[src/design/dmaau_pkg.sv]
package dmaau_pkg;
    // Register byte offsets on APB
    localparam logic [7:0] DMAAU_OFS_SRC = 8'h00;
    localparam logic [7:0] DMAAU_OFS_DST = 8'h04;
    localparam logic [7:0] DMAAU_OFS_OFR = 8'h08;
    localparam logic [7:0] DMAAU_OFS_ACR = 8'h0c;
    localparam logic [7:0] DMAAU_OFS_MDR = 8'h10;
    localparam logic [7:0] DMAAU_OFS_BSZ = 8'h14;
    // address_control_reg field positions
    localparam int DMAAU_ACR_SSEL = 0;
    localparam int DMAAU_ACR_DSEL = 2;
    localparam int DMAAU_ACR_SIZE = 4;
    localparam int DMAAU_ACR_AREA = 6;
    localparam int DMAAU_ACR_SEXT = 8;
    localparam int DMAAU_ACR_DEXT = 16;
    localparam int DMAAU_ACR_SIE  = 24;
    localparam int DMAAU_ACR_DIE  = 25;
    // channel_mode_reg field positions
    localparam int DMAAU_MDR_EN   = 0;
    localparam int DMAAU_MDR_MODE = 1;
    localparam int DMAAU_MDR_ESCAPE_INTERRUPT_ENABLE = 3;
    localparam int DMAAU_MDR_ACT  = 4;
    localparam int DMAAU_MDR_ESCAPE_INTERRUPT_FLAG = 5;
    // block_size_reg halves
    localparam int DMAAU_BSZ_RL   = 16;
    // Step sizes in bytes
    localparam logic [2:0] DMAAU_STEP_B = 3'h1;
    localparam logic [2:0] DMAAU_STEP_W = 3'h2;
    localparam logic [2:0] DMAAU_STEP_L = 3'h4;
    localparam logic [31:0] DMAAU_ALL1 = 32'hffffffff;
    localparam logic [31:0] DMAAU_ZERO = 32'h00000000;
    localparam logic [15:0] DMAAU_CNT_LAST = 16'h0001;
    localparam logic [4:0]  DMAAU_EXT_OFF = 5'h00;

    typedef enum logic [1:0] {
        DMAAU_FIXED  = 2'b00,
        DMAAU_OFFSET = 2'b01,
        DMAAU_INC    = 2'b10,
        DMAAU_DEC    = 2'b11
    } dmaau_upd_t;
    typedef enum logic [1:0] {
        DMAAU_BYTE = 2'b00,
        DMAAU_WORD = 2'b01,
        DMAAU_LONG = 2'b10
    } dmaau_size_t;
    typedef enum logic [1:0] {
        DMAAU_NORMAL = 2'b00,
        DMAAU_REPEAT = 2'b01,
        DMAAU_BLOCK  = 2'b10
    } dmaau_mode_t;
    typedef enum logic [1:0] {
        DMAAU_AREA_NONE = 2'b00,
        DMAAU_AREA_SRC  = 2'b01,
        DMAAU_AREA_DST  = 2'b10
    } dmaau_area_t;
    typedef enum logic [1:0] {
        DMAAU_IDLE  = 2'b00,
        DMAAU_READ  = 2'b01,
        DMAAU_WRITE = 2'b10
    } dmaau_st_t;

    typedef struct packed {
        logic        psel;
        logic        penable;
        logic        pwrite;
        logic [7:0]  paddr;
        logic [31:0] pwdata;
    } dmaau_apb_in_t;
    typedef struct packed {
        logic [31:0] prdata;
        logic        pready;
        logic        pslverr;
    } dmaau_apb_out_t;
    typedef struct packed {
        logic        req;
        logic        write;
        dmaau_size_t size;
        logic [31:0] addr;
    } dmaau_bus_t;

    typedef struct packed {
        logic [31:0] src;
        logic [31:0] dst;
        logic [31:0] ofs;
        logic [31:0] acr;
        logic        en;
        logic        escape_interrupt_enable;
        logic        escape_interrupt_flag;
        dmaau_mode_t mode;
        logic [15:0] bsz_rl;
        logic [15:0] bsz_cnt;
        logic [31:0] src_start;
        logic [31:0] dst_start;
        logic [31:0] ustart;
        logic [2:0]  rem;
        logic        ovf_pend;
        dmaau_st_t   st;
    } dmaau_state_t;
endpackage

[src/design/dmaau_side.sv]
`timescale 1ns/1ps
// Next-address calculator for one side (source or destination)
module dmaau_side
    import dmaau_pkg::*;
(
    input  wire logic [31:0]        cur,
    input  wire logic [31:0]        ustart,
    input  wire logic [2:0]         rem,
    input  wire dmaau_pkg::dmaau_upd_t  sel,
    input  wire dmaau_pkg::dmaau_size_t size,
    input  wire logic [31:0]        offset,
    input  wire logic [4:0]         ext,
    output dmaau_pkg::dmaau_size_t  piece,
    output logic [2:0]              piece_bytes,
    output logic [31:0]             unit_next,
    output logic                    area_ovf
);
    import dmaau_pkg::*;
    logic [31:0] step;   // Unit step
    logic [31:0] upd;    // Unrestricted next address
    logic [31:0] mask;   // Bits allowed to change

    // Unit step and raw update; sums simply wrap
    always_comb begin
        case (size)
            DMAAU_WORD: step = {29'h0, DMAAU_STEP_W};
            DMAAU_LONG: step = {29'h0, DMAAU_STEP_L};
            default:    step = {29'h0, DMAAU_STEP_B};
        endcase
        case (sel)
            DMAAU_OFFSET: upd = ustart + offset;
            DMAAU_INC:    upd = ustart + step;
            DMAAU_DEC:    upd = ustart - step;
            default:      upd = ustart;
        endcase
    end

    // Extended area: only low ext bits move, upper bits frozen
    always_comb begin
        if (ext == DMAAU_EXT_OFF) begin
            mask = DMAAU_ALL1;
        end else begin
            mask = ~(DMAAU_ALL1 << ext);
        end
        unit_next = (ustart & ~mask) | (upd & mask);
        area_ovf  = (ext != DMAAU_EXT_OFF) &&
                    (((upd ^ ustart) & ~mask) != DMAAU_ZERO);
    end

    // Piece size: largest naturally aligned part still owed
    always_comb begin
        if (cur[0] || rem == DMAAU_STEP_B) begin
            piece = DMAAU_BYTE;
            piece_bytes = DMAAU_STEP_B;
        end else if (cur[1] || rem < DMAAU_STEP_L) begin
            piece = DMAAU_WORD;
            piece_bytes = DMAAU_STEP_W;
        end else begin
            piece = DMAAU_LONG;
            piece_bytes = DMAAU_STEP_L;
        end
    end
endmodule // dmaau_side

[src/design/dmaau_top.sv]
`timescale 1ns/1ps
// Address update unit of one DMA channel with its APB registers
module dmaau_top
    import dmaau_pkg::*;
(
    input  wire logic                    ref_clk,
    input  wire logic                    sys_rst,
    input  wire logic                    ce,
    input  wire dmaau_pkg::dmaau_apb_in_t apb_i,
    output dmaau_pkg::dmaau_apb_out_t    apb_o,
    input  wire logic                    xfer_req,
    input  wire logic                    bus_ack,
    output dmaau_pkg::dmaau_bus_t        bus_o,
    output logic                         esc_irq
);
    import dmaau_pkg::*;

    dmaau_state_t r_ff;         // All state of the unit
    dmaau_state_t nxt_r;        // Next value of it
    dmaau_size_t  s_piece;      // Source piece size
    dmaau_size_t  d_piece;      // Destination piece size
    logic [2:0]   s_pbytes;     // Source piece in bytes
    logic [2:0]   d_pbytes;     // Destination piece in bytes
    logic [31:0]  s_next;       // Source after the unit
    logic [31:0]  d_next;       // Destination after the unit
    logic         s_ovf;        // Source area overflow
    logic         d_ovf;        // Destination area overflow
    logic [2:0]   unit_bytes;   // Bytes in one unit
    logic         wr_acc;       // APB write access phase
    logic         rd_acc;       // APB read access phase
    logic         s_last;       // Final source piece acked
    logic         d_last;       // Final destination piece acked
    logic         blk_end;      // Block or repeat size reached
    logic         stop_evt;     // Stop the channel now
    dmaau_size_t  cfg_size;     // Access size field
    dmaau_area_t  cfg_area;     // Side holding the block area

    assign cfg_size = dmaau_size_t'(r_ff.acr[DMAAU_ACR_SIZE +: 2]);
    assign cfg_area = dmaau_area_t'(r_ff.acr[DMAAU_ACR_AREA +: 2]);

    // Source side calculator
    dmaau_side u_src (
        .cur         (r_ff.src),
        .ustart      (r_ff.ustart),
        .rem         (r_ff.rem),
        .sel         (dmaau_upd_t'(r_ff.acr[DMAAU_ACR_SSEL +: 2])),
        .size        (cfg_size),
        .offset      (r_ff.ofs),
        .ext         (r_ff.acr[DMAAU_ACR_SEXT +: 5]),
        .piece       (s_piece),
        .piece_bytes (s_pbytes),
        .unit_next   (s_next),
        .area_ovf    (s_ovf)
    );

    // Destination side calculator
    dmaau_side u_dst (
        .cur         (r_ff.dst),
        .ustart      (r_ff.ustart),
        .rem         (r_ff.rem),
        .sel         (dmaau_upd_t'(r_ff.acr[DMAAU_ACR_DSEL +: 2])),
        .size        (cfg_size),
        .offset      (r_ff.ofs),
        .ext         (r_ff.acr[DMAAU_ACR_DEXT +: 5]),
        .piece       (d_piece),
        .piece_bytes (d_pbytes),
        .unit_next   (d_next),
        .area_ovf    (d_ovf)
    );

    // Unit length in bytes; reserved size code acts as byte
    always_comb begin
        case (cfg_size)
            DMAAU_WORD: unit_bytes = DMAAU_STEP_W;
            DMAAU_LONG: unit_bytes = DMAAU_STEP_L;
            default:    unit_bytes = DMAAU_STEP_B;
        endcase
    end

    // Transfer and APB qualifiers
    assign wr_acc  = apb_i.psel & apb_i.penable & apb_i.pwrite;
    assign rd_acc  = apb_i.psel & apb_i.penable & ~apb_i.pwrite;
    assign s_last  = (r_ff.st == DMAAU_READ) & bus_ack &
                     (r_ff.rem == s_pbytes);
    assign d_last  = (r_ff.st == DMAAU_WRITE) & bus_ack &
                     (r_ff.rem == d_pbytes);
    assign blk_end = d_last & (r_ff.mode != DMAAU_NORMAL) &
                     (r_ff.bsz_cnt == DMAAU_CNT_LAST);
    // Stop at the end of the unit that raised the condition; a
    // destination overflow is only known at that unit's last piece,
    // so waiting for the pending bit would stop one unit too late
    assign stop_evt = (blk_end & (r_ff.mode == DMAAU_REPEAT)) |
                      (d_last & r_ff.ovf_pend) |
                      (d_last & d_ovf & r_ff.acr[DMAAU_ACR_DIE]);

    // Next-state logic: engine first, CPU writes override it
    always_comb begin
        nxt_r = r_ff;
        case (r_ff.st)
            DMAAU_IDLE: begin
                // Leaves enable alone: resumes exactly where it was
                if (r_ff.en && xfer_req) begin
                    nxt_r.st     = DMAAU_READ;
                    nxt_r.ustart = r_ff.src;
                    nxt_r.rem    = unit_bytes;
                end
            end
            DMAAU_READ: begin
                if (s_last) begin
                    // Whole unit read: unit start updated per source select
                    nxt_r.src    = s_next;
                    nxt_r.ustart = r_ff.dst;
                    nxt_r.rem    = unit_bytes;
                    nxt_r.st     = DMAAU_WRITE;
                    nxt_r.ovf_pend = s_ovf & r_ff.acr[DMAAU_ACR_SIE];
                end else if (bus_ack) begin
                    // Intermediate piece advances by its own size
                    nxt_r.src = r_ff.src + {29'h0, s_pbytes};
                    nxt_r.rem = r_ff.rem - s_pbytes;
                end
            end
            DMAAU_WRITE: begin
                if (d_last) begin
                    nxt_r.dst = d_next;
                    nxt_r.st  = DMAAU_IDLE;
                    if (d_ovf && r_ff.acr[DMAAU_ACR_DIE]) begin
                        nxt_r.ovf_pend = 1'b1;
                    end
                    if (r_ff.mode != DMAAU_NORMAL) begin
                        nxt_r.bsz_cnt = r_ff.bsz_cnt - DMAAU_CNT_LAST;
                    end
                    if (blk_end) begin
                        // Counter does not step from one to zero: reload instead
                        nxt_r.bsz_cnt = r_ff.bsz_rl;
                        if (cfg_area == DMAAU_AREA_SRC) begin
                            nxt_r.src = r_ff.src_start;
                        end
                        if (cfg_area == DMAAU_AREA_DST) begin
                            nxt_r.dst = r_ff.dst_start;
                        end
                    end
                end else if (bus_ack) begin
                    nxt_r.dst = r_ff.dst + {29'h0, d_pbytes};
                    nxt_r.rem = r_ff.rem - d_pbytes;
                end
            end
            default: begin
                nxt_r.st = DMAAU_IDLE;
            end
        endcase
        if (d_last && stop_evt) begin
            nxt_r.ovf_pend = 1'b0;
        end
        // CPU writes take priority over the address update
        if (wr_acc) begin
            case (apb_i.paddr)
                DMAAU_OFS_SRC: begin
                    // New source also becomes the area start
                    nxt_r.src       = apb_i.pwdata;
                    nxt_r.src_start = apb_i.pwdata;
                end
                DMAAU_OFS_DST: begin
                    nxt_r.dst       = apb_i.pwdata;
                    nxt_r.dst_start = apb_i.pwdata;
                end
                DMAAU_OFS_OFR: nxt_r.ofs = apb_i.pwdata;
                DMAAU_OFS_ACR: nxt_r.acr = apb_i.pwdata;
                DMAAU_OFS_MDR: begin
                    nxt_r.en   = apb_i.pwdata[DMAAU_MDR_EN];
                    nxt_r.mode = dmaau_mode_t'(
                                 apb_i.pwdata[DMAAU_MDR_MODE +: 2]);
                    nxt_r.escape_interrupt_enable = apb_i.pwdata[DMAAU_MDR_ESCAPE_INTERRUPT_ENABLE];
                    // Resuming by setting enable clears the escape flag
                    if (!r_ff.en && apb_i.pwdata[DMAAU_MDR_EN]) begin
                        nxt_r.escape_interrupt_flag = 1'b0;
                    end
                end
                DMAAU_OFS_BSZ: begin
                    nxt_r.bsz_rl  = apb_i.pwdata[DMAAU_BSZ_RL +: 16];
                    nxt_r.bsz_cnt = apb_i.pwdata[DMAAU_BSZ_RL-1:0];
                end
                default: begin
                    // Unmapped: ignored, flagged on pslverr
                end
            endcase
        end
        // Hardware stop wins over a same-cycle software clear
        if (stop_evt) begin
            nxt_r.en   = 1'b0;
            nxt_r.escape_interrupt_flag = 1'b1;
        end
    end

    // State register; ce low freezes everything, but sys_rst still clears it
    always_ff @(posedge ref_clk) begin
        if (sys_rst) begin
            r_ff <= '0;
        end else if (ce) begin
            r_ff <= nxt_r;
        end
    end

    // Bus request: the live register goes out before it updates
    always_comb begin
        bus_o.req   = (r_ff.st != DMAAU_IDLE);
        bus_o.write = (r_ff.st == DMAAU_WRITE);
        if (r_ff.st == DMAAU_WRITE) begin
            bus_o.size = d_piece;
            bus_o.addr = r_ff.dst;
        end else begin
            bus_o.size = s_piece;
            bus_o.addr = r_ff.src;
        end
    end

    assign esc_irq = r_ff.escape_interrupt_flag & r_ff.escape_interrupt_enable;

    // APB read mux; zero wait states, error on unmapped offsets
    always_comb begin
        apb_o.pready  = 1'b1;
        apb_o.pslverr = 1'b0;
        apb_o.prdata  = DMAAU_ZERO;
        case (apb_i.paddr)
            DMAAU_OFS_SRC: apb_o.prdata = r_ff.src;
            DMAAU_OFS_DST: apb_o.prdata = r_ff.dst;
            DMAAU_OFS_OFR: apb_o.prdata = r_ff.ofs;
            DMAAU_OFS_ACR: apb_o.prdata = r_ff.acr;
            DMAAU_OFS_MDR: begin
                apb_o.prdata[DMAAU_MDR_EN]        = r_ff.en;
                apb_o.prdata[DMAAU_MDR_MODE +: 2] = r_ff.mode;
                apb_o.prdata[DMAAU_MDR_ESCAPE_INTERRUPT_ENABLE]      = r_ff.escape_interrupt_enable;
                apb_o.prdata[DMAAU_MDR_ACT] = (r_ff.st != DMAAU_IDLE);
                apb_o.prdata[DMAAU_MDR_ESCAPE_INTERRUPT_FLAG]      = r_ff.escape_interrupt_flag;
            end
            DMAAU_OFS_BSZ: apb_o.prdata = {r_ff.bsz_rl, r_ff.bsz_cnt};
            default: apb_o.pslverr = (wr_acc | rd_acc);
        endcase
    end

    // Checks on the address arithmetic and the stop sequence
    chk_fixed_src: assert property (@(posedge ref_clk)
        disable iff (sys_rst)
        (ce && s_last && !wr_acc &&
         r_ff.acr[DMAAU_ACR_SSEL +: 2] == DMAAU_FIXED &&
         r_ff.acr[DMAAU_ACR_SEXT +: 5] == DMAAU_EXT_OFF)
        |=> r_ff.src == $past(r_ff.ustart))
        else $error("fixed source address moved");

    chk_inc_long: assert property (@(posedge ref_clk)
        disable iff (sys_rst)
        (ce && s_last && !wr_acc && cfg_size == DMAAU_LONG &&
         r_ff.acr[DMAAU_ACR_SSEL +: 2] == DMAAU_INC &&
         r_ff.acr[DMAAU_ACR_SEXT +: 5] == DMAAU_EXT_OFF)
        |=> r_ff.src == $past(r_ff.ustart) + {29'h0, DMAAU_STEP_L})
        else $error("longword increment not by four");

    chk_offset_dst: assert property (@(posedge ref_clk)
        disable iff (sys_rst)
        (ce && d_last && !wr_acc && r_ff.mode == DMAAU_NORMAL &&
         r_ff.acr[DMAAU_ACR_DSEL +: 2] == DMAAU_OFFSET &&
         r_ff.acr[DMAAU_ACR_DEXT +: 5] == DMAAU_EXT_OFF)
        |=> r_ff.dst == $past(r_ff.ustart + r_ff.ofs))
        else $error("destination offset not added");

    // First piece of a unit goes out at the register's old value
    chk_bus_addr: assert property (@(posedge ref_clk)
        disable iff (sys_rst)
        (ce && r_ff.st == DMAAU_IDLE && r_ff.en && xfer_req && !wr_acc)
        |=> (bus_o.addr == $past(r_ff.src) && bus_o.req && !bus_o.write))
        else $error("read address is not the source register");

    chk_split_odd: assert property (@(posedge ref_clk)
        disable iff (sys_rst)
        (bus_o.req && bus_o.addr[0]) |-> bus_o.size == DMAAU_BYTE)
        else $error("odd address not split to bytes");

    chk_piece_adv: assert property (@(posedge ref_clk)
        disable iff (sys_rst)
        (ce && r_ff.st == DMAAU_READ && bus_ack && !s_last && !wr_acc)
        |=> r_ff.src == $past(r_ff.src) + {29'h0, $past(s_pbytes)})
        else $error("split piece did not advance");

    chk_rpt_stop: assert property (@(posedge ref_clk)
        disable iff (sys_rst)
        (ce && blk_end && r_ff.mode == DMAAU_REPEAT)
        |=> (!r_ff.en && r_ff.escape_interrupt_flag && r_ff.st == DMAAU_IDLE))
        else $error("repeat end did not stop the channel");

    chk_ext_upper: assert property (@(posedge ref_clk)
        disable iff (sys_rst)
        (ce && s_last && !wr_acc &&
         r_ff.acr[DMAAU_ACR_SEXT +: 5] != DMAAU_EXT_OFF)
        |=> ((r_ff.src ^ $past(r_ff.ustart)) >>
             $past(r_ff.acr[DMAAU_ACR_SEXT +: 5])) == DMAAU_ZERO)
        else $error("upper bits changed inside extended area");

    chk_src_reload: assert property (@(posedge ref_clk)
        disable iff (sys_rst)
        (ce && blk_end && !wr_acc && cfg_area == DMAAU_AREA_SRC)
        |=> r_ff.src == $past(r_ff.src_start))
        else $error("source not reloaded at area end");

    chk_dst_reload: assert property (@(posedge ref_clk)
        disable iff (sys_rst)
        (ce && blk_end && !wr_acc && cfg_area == DMAAU_AREA_DST)
        |=> r_ff.dst == $past(r_ff.dst_start))
        else $error("destination not reloaded at area end");
endmodule // dmaau_top

[config.mk]
export PLATFORM = sky130hd
export DESIGN_NAME = dmaau_top
export DESIGN_NICKNAME = d
export VERILOG_FILES = /design/src/design/dmaau_pkg.sv /design/src/design/dmaau_side.sv /design/src/design/dmaau_top.sv
export SDC_FILE = /design/constraint.sdc
export NUM_CORES = 1
export LEC_CHECK = 0
export BUFFER_PORTS_ARGS = -buffer_cell sky130_fd_sc_hd__buf_2
export CAP_MARGIN = 25
export CORE_MARGIN = 5
export CORE_UTILIZATION = 45
export CTS_BUF_LIST = sky130_fd_sc_hd__clkbuf_8 sky130_fd_sc_hd__clkbuf_16
export CTS_CLUSTER_DIAMETER = 120
export CTS_CLUSTER_SIZE = 8
export DETAILED_ROUTE_END_ITERATION = 10
export GPL_TIMING_DRIVEN = 1
export PLACE_DENSITY = 0.7
export SYNTH_ARGS = -nofsm -noshare
export SYNTH_HDL_FRONTEND = slang
export SYNTH_SLANG_ARGS = --single-unit
[constraint.sdc]
create_clock -name ref_clk -period 6.8 [get_ports ref_clk]
set_input_delay 0.68 -clock ref_clk [delete_from_list [all_inputs] [get_ports ref_clk]]
set_output_delay 0.68 -clock ref_clk [all_outputs]
set_load 0.03 [all_outputs]
# After elaboration in Yosys (flattened, before gate mapping)
# Index checks and enable logic that the tools add are counted.
[word_totals] inputBits=48 output_inout_bits=71 register_bits=267 elab_cells=190
[op_classes] n_mux=59 n_reduce_logical=40 n_addsub=8 shifts=2 n_eq_ne=31 n_bitwise=33 n_lt_le_gt_ge=1
[ops] cell="$mux W32" count=18
[ops] cell="$mux W229" count=1
[ops] cell="$and A32 B32 Y32" count=6
[ops] cell="$pmux W32 S3" count=2
[ops] cell="$pmux W26 S5" count=1
[ops] cell="$not A32 Y32" count=4
[ops] cell="$pmux W32 S2" count=2
[ops] cell="$add A32 B3 Y32" count=2
[ops] cell="$add A32 B32 Y32" count=2
[ops] cell="$mux W16" count=4
[ops] cell="$mux W64" count=1
[ops] cell="$or A32 B32 Y32" count=2
[ops] cell="$reduce_bool A32 Y1" count=2
[ops] cell="$shl A32 B5 Y32 const A" count=2
[ops] cell="$xor A32 B32 Y32" count=2
[ops] cell="$pmux W6 S6" count=1
[ops] cell="$mux W35" count=1
[ops] cell="$mux W34" count=1
[ops] cell="$sub A32 B32 Y32" count=1
[ops] cell="$mux W3" count=10
[ops] cell="$reduce_and A3 Y1" count=7
[ops] cell="$eq A16 B1 Y1 const B" count=1
[ops] cell="$eq A8 B4 Y1 const B" count=2
[ops] cell="$eq A8 B5 Y1 const B" count=2
[ops] cell="36 further kinds" count=97

# Longest topological paths before layout
# Gate-level depths: netlist of the first run.
[logic_depth] depth_word=14 mapped_depth=18 mapped_depth_nobuf=18

# By module
# From an unflattened synthesis of the first run, not the netlist that was laid out.
[unflattened] cells_unflattened=3559 hier_area_um2=25554.5
[by_module_without_submodules] mod="dmaau_top" cells_per_inst=2118 n_inst=1 area_each_um2=16154.2
[by_module_without_submodules] mod="dmaau_side at u_dst" cells_per_inst=734 n_inst=1 area_each_um2=4728.3
[by_module_without_submodules] mod="dmaau_side at u_src" cells_per_inst=707 n_inst=1 area_each_um2=4672.0

# Least setup slack after synthesis of the first run
# Ideal clock, no wire load.
[synth_timing] path_kind="register to register" from="register r_ff, in the netlist cfg_size[0]" to="register r_ff[2] (netlist bit)" setup_ns=0.126 arrival_time_ns=4.016 stages_incl_launch_ff=18 slack_ns=2.658 t_required_ns=6.674 synth_period_minus_slack_ns=4.142 path_cell_list="dfxtp_1 -> inv_1 -> ha_1 -> ha_1 -> fa_1 -> nor2b_1 -> o2111ai_1 -> buf_2 -> mux2i_1 -> a2111oi_2 -> o2111ai_1 -> a211oi_1 -> o2111ai_1 -> or4_1 -> nor3_1 -> o2111ai_1 -> nor4_1 -> o22ai_1"
[synth_between] elab_chain_cells=14 word_cells_on_any_way=29
[synth_rtl] item="start, declared" line_no="dmaau_top.sv:18" rtl="dmaau_state_t r_ff;"
[synth_rtl] item="start signal, assigned" line_no="dmaau_top.sv:199" rtl="r_ff <= nxt_r;"
[synth_rtl] item="$eq A2 B2 Y1 or $eq A2 B1 Y1 (tied branches)" line_no="dmaau_side.sv:25" rtl="case (size)"
[synth_rtl] item="$pmux W3 S2 (*)" line_no="dmaau_side.sv:25"
[synth_rtl] item="$sub A32 B32 Y32 or $add A32 B32 Y32 (tied branches)" line_no="dmaau_side.sv:33, dmaau_side.sv:32"
[synth_rtl] item="$pmux W32 S3" line_no="dmaau_side.sv:30" rtl="case (sel)"
[synth_rtl] item="$xor A32 B32 Y32" line_no="dmaau_side.sv:47" rtl="(((upd ^ ustart) & ~mask) != DMAAU_ZERO);"
[synth_rtl] item="$and A32 B32 Y32" line_no="dmaau_side.sv:47"
[synth_rtl] item="$reduce_bool A32 Y1" line_no="dmaau_side.sv:47"
[synth_rtl] item="$logic_and A1 B1 Y1" line_no="dmaau_side.sv:46" rtl="area_ovf = (ext != DMAAU_EXT_OFF) &&"
[synth_rtl] item="$and A1 B1 Y1 (2 in a row)" line_no="dmaau_top.sv:94" rtl="(d_last & d_ovf & r_ff.acr[DMAAU_ACR_DIE]);"
[synth_rtl] item="$or A1 B1 Y1" line_no="dmaau_top.sv:93" rtl="(d_last & r_ff.ovf_pend) |"
[synth_rtl] item="$logic_and A1 B1 Y1" line_no="dmaau_top.sv:151" rtl="if (d_last && stop_evt) begin"
[synth_rtl] item="$ne A3 B2 Y1 (no line), or another cell as far along"
[synth_rtl] item="$reduce_and A5 Y1 (no line)"
# Every way passes the cells marked *; elsewhere a longest branch is shown, timed or not. The select of a mux whose other input is x is not followed.
# A chain may end at the register's enable or synchronous reset.

# Worst setup path after layout of the first run
# Same ends and word-level chain as after synthesis.

==> results of run 1 <==
## final timing paths
kind / from / endpoint / slack [ns]
max: cfg_size[0]$_SDFFE_PP0P_ / r_ff[2]$_SDFFE_PP0P_ / 1.31
min: r_ff[95]$_SDFFE_PP0P_ / r_ff[95]$_SDFFE_PP0P_ / 0.45
max reg2reg: cfg_size[0]$_SDFFE_PP0P_ / r_ff[2]$_SDFFE_PP0P_ / 1.31
min reg2reg: r_ff[95]$_SDFFE_PP0P_ / r_ff[95]$_SDFFE_PP0P_ / 0.45
## metrics by stage
step	setup WS (ns)	area [sq um]	utilization	total power, mW
detailed placement	1.428	25740	0.4682	1.751
CTS	1.442	26750	0.4865	3.443
floorplan	2.658	24900	-	1.686
finish	1.314	26840	0.4881	3.456
global route	1.059	26840	0.4881	3.520
global placement	1.598	25740	0.4682	1.751
## placed cells by master, fill, tap and decap left out, types with 81 or more instances in the layout
cell type and n:
nand3_1 109, o21ai_0 206, buf_2 116, a211oi_1 120, nand2_1 565, a21oi_1 395
mux2i_1 88, nor3_1 81, dfxtp_1 263, nor2_1 334, mux2_2 82
## power by group through the flow
stage	Clock [mW]	Combinational (mW)	Sequential, mW
5_1_grt	1.79	0.150	1.58
3_3_place_gp	0	0.136	1.62
6_report	1.73	0.145	1.58
4_1_cts	1.72	0.136	1.58
2_1_floorplan	0	0.0769	1.61
3_5_place_dp	0	0.136	1.62
## cells in the mapped netlist (47+ instances only)
cell type / instances
clkbuf_1: 297
inv_1: 53
nor3_1: 82
nand2_1: 565
o211ai_1: 56
mux2i_1: 88
a21oi_1: 396
a22o_1: 54
nand3_1: 111
ha_1: 54
o21ai_0: 206
xnor2_1: 59
mux2_2: 82
dfxtp_1: 267
nand4_1: 47
xor2_1: 47
a211oi_1: 120
nor2_1: 336
## cell families after synthesis
family / after synthesis / synth area share
fa+ha+maj: 59 / 0.03116
compound gates: 1171 / 0.3063
other cells: 1 / 0.0001506
buf+inv: 414 / 0.06493
mux: 170 / 0.07247
simple gates: 1418 / 0.2666
flops: 267 / 0.2147
xor+xnor: 113 / 0.04372
## area by class of cell
type / count / area [sq um]
Fill cell: 5561 / 28150
Multi-Input combinational cell: 2932 / 18020
Sequential cell: 267 / 5350
Timing Repair Buffer: 203 / 1299
Clock buffer: 39 / 975.9
Tap cell: 748 / 935.9
Inverter: 59 / 221.5
Clock inverter: 4 / 33.78
## metal layers
layer / GRT usage / part of all wire / routed length (um) / vias to the layer above
li1: - / - / - / 13020
met1: 0.5035 / 0.38 / 44930 / 13620
met2: 0.5311 / 0.41 / 48220 / 2306
met3: 0.08613 / 0.14 / 16920 / 390
met4: 0.1828 / 0.063 / 7427 / 6
met5: 0 / 0.00029 / 34 / -
## worst reg2reg max path: stages (launching register included)
cell and delay, ns:
dfxtp_1 0.38, inv_1 0.07, ha_1 0.36, ha_1 0.25, fa_1 0.48, nor2b_1 0.25
o2111ai_1 0.94, mux2i_1 0.31, a2111oi_2 0.37, o2111ai_1 0.16, a211oi_1 0.21, o2111ai_1 0.13
or4_1 0.55, nor3_1 0.25, o2111ai_1 0.14, nor4_1 0.36, o22ai_1 0.14
## registers in the layout (all words and copies together), names as in the netlist
register / cells
r_ff: 263
cfg_area: 2
cfg_size: 2
==> impl_metrics.toml, run 1 <==
[sta]
rsz0062_at_grt = "false"
hold_viol = 0
finClkSkew_ns = 0.01807
fin_crit_sh = 0.8068
whs_ns = 0.4480
setup_violations = 0
slew_viol_final = 0
tightestPinTransition_ns = 1.119
max_clock_freq_mhz = 182.3
totalNegativeSetupSlack_ns = 0
max_slew_margin = 0.2507
period_needed_ns = 5.486

[route]
via_per_inst = 6.899
drt_iter0_drc = 4485
drt.antenna.violating_nets = 0
drc = 0
route.detailed.wl_per_inst_um = 27.64
drt-total-wl_um = 117500
drtPass1Iterations = 7
vias = 29340

[power_and_ir_drop]
power_density_nw_per_um2 = 128.8
p_int_mw = 2.618
p_sw_frac = 0.2423
ir_worst_vdd_v = 0.0001995
p_clk_frac = 0.500
sequentialPowerShare = 0.458
p_leak_nw = 9.414
netSwitchingPower_mw = 0.8373
pwr-share-comb = 0.042

[synth]
yosys.cell_types.count = 103
yosys_warnings = 0
synth_area_leaders = "dfxtp_1, nand2_1, a21oi_1, nor2_1, clkbuf_1"
ys_ff_latch = 267
synth_top_area_frac = 0.2147
synth_top_area_cell = "dfxtp_1"
synthesis.instances = 3613
syn_avg_cell_area_sq_um = 6.891
synth_edf_count = 0
async_reset_ff_frac = 0
seq_area_frac_synth = 0.2147
netlist_area_sq_um = 24900
syn_nets = 3720
ys.flop_type = "dfxtp_1"

[layout]
syn_to_final_growth_pct = 7.784
drive_gt1_frac = 0.1110
finalNetCount = 3609
stdcell_count = 4252
antenna_cells = 0

[cts]
postCtsHoldBufs = 0
clock_path_buffers = 3
htreeDepth = 2
cts.sinks = 267
clock-root-buffer = "clkbuf_16"
cts_buffers = 39
insertion_delay_ns = 0.54
postCtsSetupBuffers = 0
ctsResizeCount = 0
clkTransAtPathRegs_ns = 0.05
cts_tree = "yes"

[hold_path]
whs_path_depth = 2
hp-class = "flip-flop to flip-flop"

[worst_setup_path]
crit_family = "compound AO/OA/AOI/OAI gates"
slowest_delay_ns = 0.94
path_common_cell = "o2111ai_1"
crit_arrival_ns = 5.89
critPathBufInv = 1
cp-end-kind = "flip-flop"
worst_setup_path_start_kind = "flip-flop"
critical_path.max_fanout = 11
ff2ff_path_depth = 16
crit_chain = "inv_1 > ha_1 > ha_1 > fa_1 > nor2b_1 > o2111ai_1 > mux2i_1 > a2111oi_2 > o2111ai_1 > a211oi_1 > o2111ai_1 > or4_1 > nor3_1 > o2111ai_1 > nor4_1 > o22ai_1"
crit_type = "flip-flop to flip-flop"
crit_slowest_cell = "o2111ai_1"
cp.required_ns = 7.21
critical_path_depth = 16

[grt]
grt_pass1_wl_um = 170300
antenna_found_initial = 4
grt_start_max_net_pins = 122
grt_pass1_vias = 25640
grt-ovfl-total = 0
track_usage = 0.3647

[floorplanning]
die_area_sq_um = 60130
die_h_um = 245.2
core_area_sq_um = 54990
initial_core_util = 0.4528
rows = 86
die-width_um = 245.2
design.portCount = 119

[flow_run]
cap_violations = 0

[placement]
gp_congestion = 1.098
numPortBuffers = 117
placed_cells = 4204
dp_hpwl_um = 86580

[outcome]
status = "finished, final reports clean"
No activity file was read; power rests on OpenSTA's default activity.
==> inputs of run 2 (changes only) <==
--- a/config.mk
+++ b/config.mk
@@ -14,7 +14,7 @@
 export CTS_CLUSTER_SIZE = 8
 export DETAILED_ROUTE_END_ITERATION = 10
 export GPL_TIMING_DRIVEN = 1
-export PLACE_DENSITY = 0.7
+export PLACE_DENSITY = 0.73
 export SYNTH_ARGS = -nofsm -noshare
 export SYNTH_HDL_FRONTEND = slang
 export SYNTH_SLANG_ARGS = --single-unit
==> constraint.sdc (replaced) <==
create_clock -name ref_clk -period 4.9 [get_ports ref_clk]
set_input_delay 0.49 -clock ref_clk [delete_from_list [all_inputs] [get_ports ref_clk]]
set_output_delay 0.49 -clock ref_clk [all_outputs]
set_load 0.03 [all_outputs]
==> impl_metrics.toml, run 2 (synthesized netlist as in run 1, its figures left out) <==
[layout]
antenna_cells = 0
largest_register_ffs = 263
top_register = "r_ff"
syn_to_final_growth_pct = 12.48
finalNetCount = 3753
mostFrequentLayoutCells = "nand2_1, a21oi_1, nor2_1, dfxtp_1, buf_4"
final_cell_area_sq_um = 28000
drive_gt1_frac = 0.1476
stdcell_count = 4399
final_common_cell = "nand2_1"
fin_util = 0.5093

[worst_setup_path]
r2r_slack_ns = 0.19
crit_arrival_ns = 5.12
critical_path.max_fanout = 5
cp.required_ns = 5.31
cp-end-kind = "flip-flop"
r2r_start = "cfg_size[0]$_SDFFE_PP0P_"
slowest_delay_ns = 0.57
crit_type = "flip-flop to flip-flop"
path_common_cell = "o2111ai_1"
r2r-end = "r_ff[2]$_SDFFE_PP0P_"
worst_setup_path_start_kind = "flip-flop"
ff2ff_path_depth = 19
crit_chain = "inv_1 > ha_1 > ha_1 > inv_1 > fa_2 > a21oi_4 > buf_4 > buf_4 > and4_1 > a22o_1 > a32oi_1 > o2111ai_1 > a211oi_1 > o2111ai_1 > or4_1 > nor3_1 > o2111ai_1 > nor4_1 > o22ai_1"
crit_slowest_cell = "or4_1"

[route]
via_per_inst = 6.879
drtPass1Iterations = 6
met2_length_um = 52790
top_layer_used = "met5"
wl_met1_um = 49590
drc = 0
wl_met3_um = 19550
drt_iter0_drc = 4696
drt-total-wl_um = 129300
drt.antenna.violating_nets = 0
route.detailed.wl_per_inst_um = 29.39
vias = 30260

[placement]
dp_hpwl_um = 97170
numPortBuffers = 117
placed_cells = 4350
gp_congestion = 1.047
place_area_sq_um = 26840

[sta]
rsz0062_at_grt = "false"
finClkSkew_ns = 0.03346
hold_viol = 0
slew_viol_final = 0
period_needed_ns = 4.712
tightestPinTransition_ns = 1.083
max_clock_freq_mhz = 212.2
whs_ns = 0.2565
max_slew_margin = 0.2779
fin_crit_sh = 0.9616
setup_violations = 0

[cts]
clkTransAtPathRegs_ns = 0.05
cts_tree = "yes"
postCtsHoldBufs = 0
clock_path_buffers = 3
cts_buffers = 40
cts.sinks = 267
clock-root-buffer = "clkbuf_16"
insertion_delay_ns = 0.56
htreeDepth = 2

[power_and_ir_drop]
p_leak_nw = 10.16
ir_worst_vdd_v = 0.0003091
power_density_nw_per_um2 = 177.5

[grt]
grt_start_max_net_pins = 126
grt-ovfl-total = 0
track_usage = 0.4063
grt_pass1_wl_um = 186000
grt_pass1_vias = 27230
antenna_found_initial = 3

[outcome]
status = "finished, final reports clean"

[floorplanning]
design.portCount = 119
die_area_sq_um = 60130
die_h_um = 245.2
initial_core_util = 0.4528
die-width_um = 245.2
core_area_sq_um = 54990
rows = 86

[hold_path]
hp-start = "apb_i[29]"
hp-class = "input pin to flip-flop"
whs_path_depth = 3
min_to = "r_ff[168]$_SDFFE_PP0P_"

[flow_run]
cap_violations = 0
run 2: cell types whose count changed in the layout (fill, tap and decap cells not counted), moves of 2 or more:
cell / before / now
nor4_1: 43 / 41
buf_4: 80 / 227
o21ai_1: 10 / 12
o21ai_0: 206 / 204
inv_6: 3 / 1
run 2: repair_timing:
item / in CTS / in global routing
pin swaps: 0 / 4
setup buffers: 0 / 2
setup endpoints to repair: 1 / 4
gates resized for setup: 1 / 10
run 2: how the worst max path moves through the flow:
stage / start / endpoint / slack, ns / cells after the start
floorplan: cfg_size[0]$_SDFFE_PP0P_ / r_ff[2]$_SDFFE_PP0P_ / 0.76 / 17
global placement: cfg_size[0]$_SDFFE_PP0P_ / r_ff[2]$_SDFFE_PP0P_ / 0.03 / 18
detailed placement: cfg_size[0]$_SDFFE_PP0P_ / r_ff[2]$_SDFFE_PP0P_ / -0.03 / 18
CTS: cfg_size[0]$_SDFFE_PP0P_ / r_ff[2]$_SDFFE_PP0P_ / 0.09 / 18
global route: cfg_size[0]$_SDFFE_PP0P_ / r_ff[2]$_SDFFE_PP0P_ / 0.008 / 18
finish: cfg_size[0]$_SDFFE_PP0P_ / r_ff[2]$_SDFFE_PP0P_ / 0.19 / 19
run 2: where the power goes:
part	internal [mW]	switching [mW]
Clock	1.52	1.05
Combinational	0.0468	0.157
Sequential	2.18	0.0175
run 2: routing by layer:
metal,GRT usage,vias to the layer above
li1,-,13310
met1,0.5492,14280
met2,0.5932,2264
met3,0.1349,404
met4,0.1708,4
met5,0,-
run 2: stage by stage:
stage          setup WS (ns)  setup TNS (ns)  total power, mW
3_5_place_dp        -0.02698        -0.02698            2.435
2_1_floorplan         0.7582               0            2.339
6_report              0.1881               0            4.972
4_1_cts              0.08799               0            4.956
3_3_place_gp         0.03464               0            2.435
5_1_grt             0.008027               0            5.055
run 2: area by class of cell:
type	instances	area [sq um]
fillers	5581	26980
inverters	59	221.5
repair buffers	346	2338
clock inverters	6	87.58
clock buffers	41	1015
flip-flops and latches	267	5350
multi-input cells	2932	18060
well taps	748	935.9
run 2: worst max-delay path, delay by kind of cell, from the launching register on:
family / cells / cell delay (ns)
buf+inv: 4 / 0.43
flops: 1 / 0.38
compound gates: 8 / 1.54
fa+ha+maj: 3 / 0.84
simple gates: 4 / 1.40
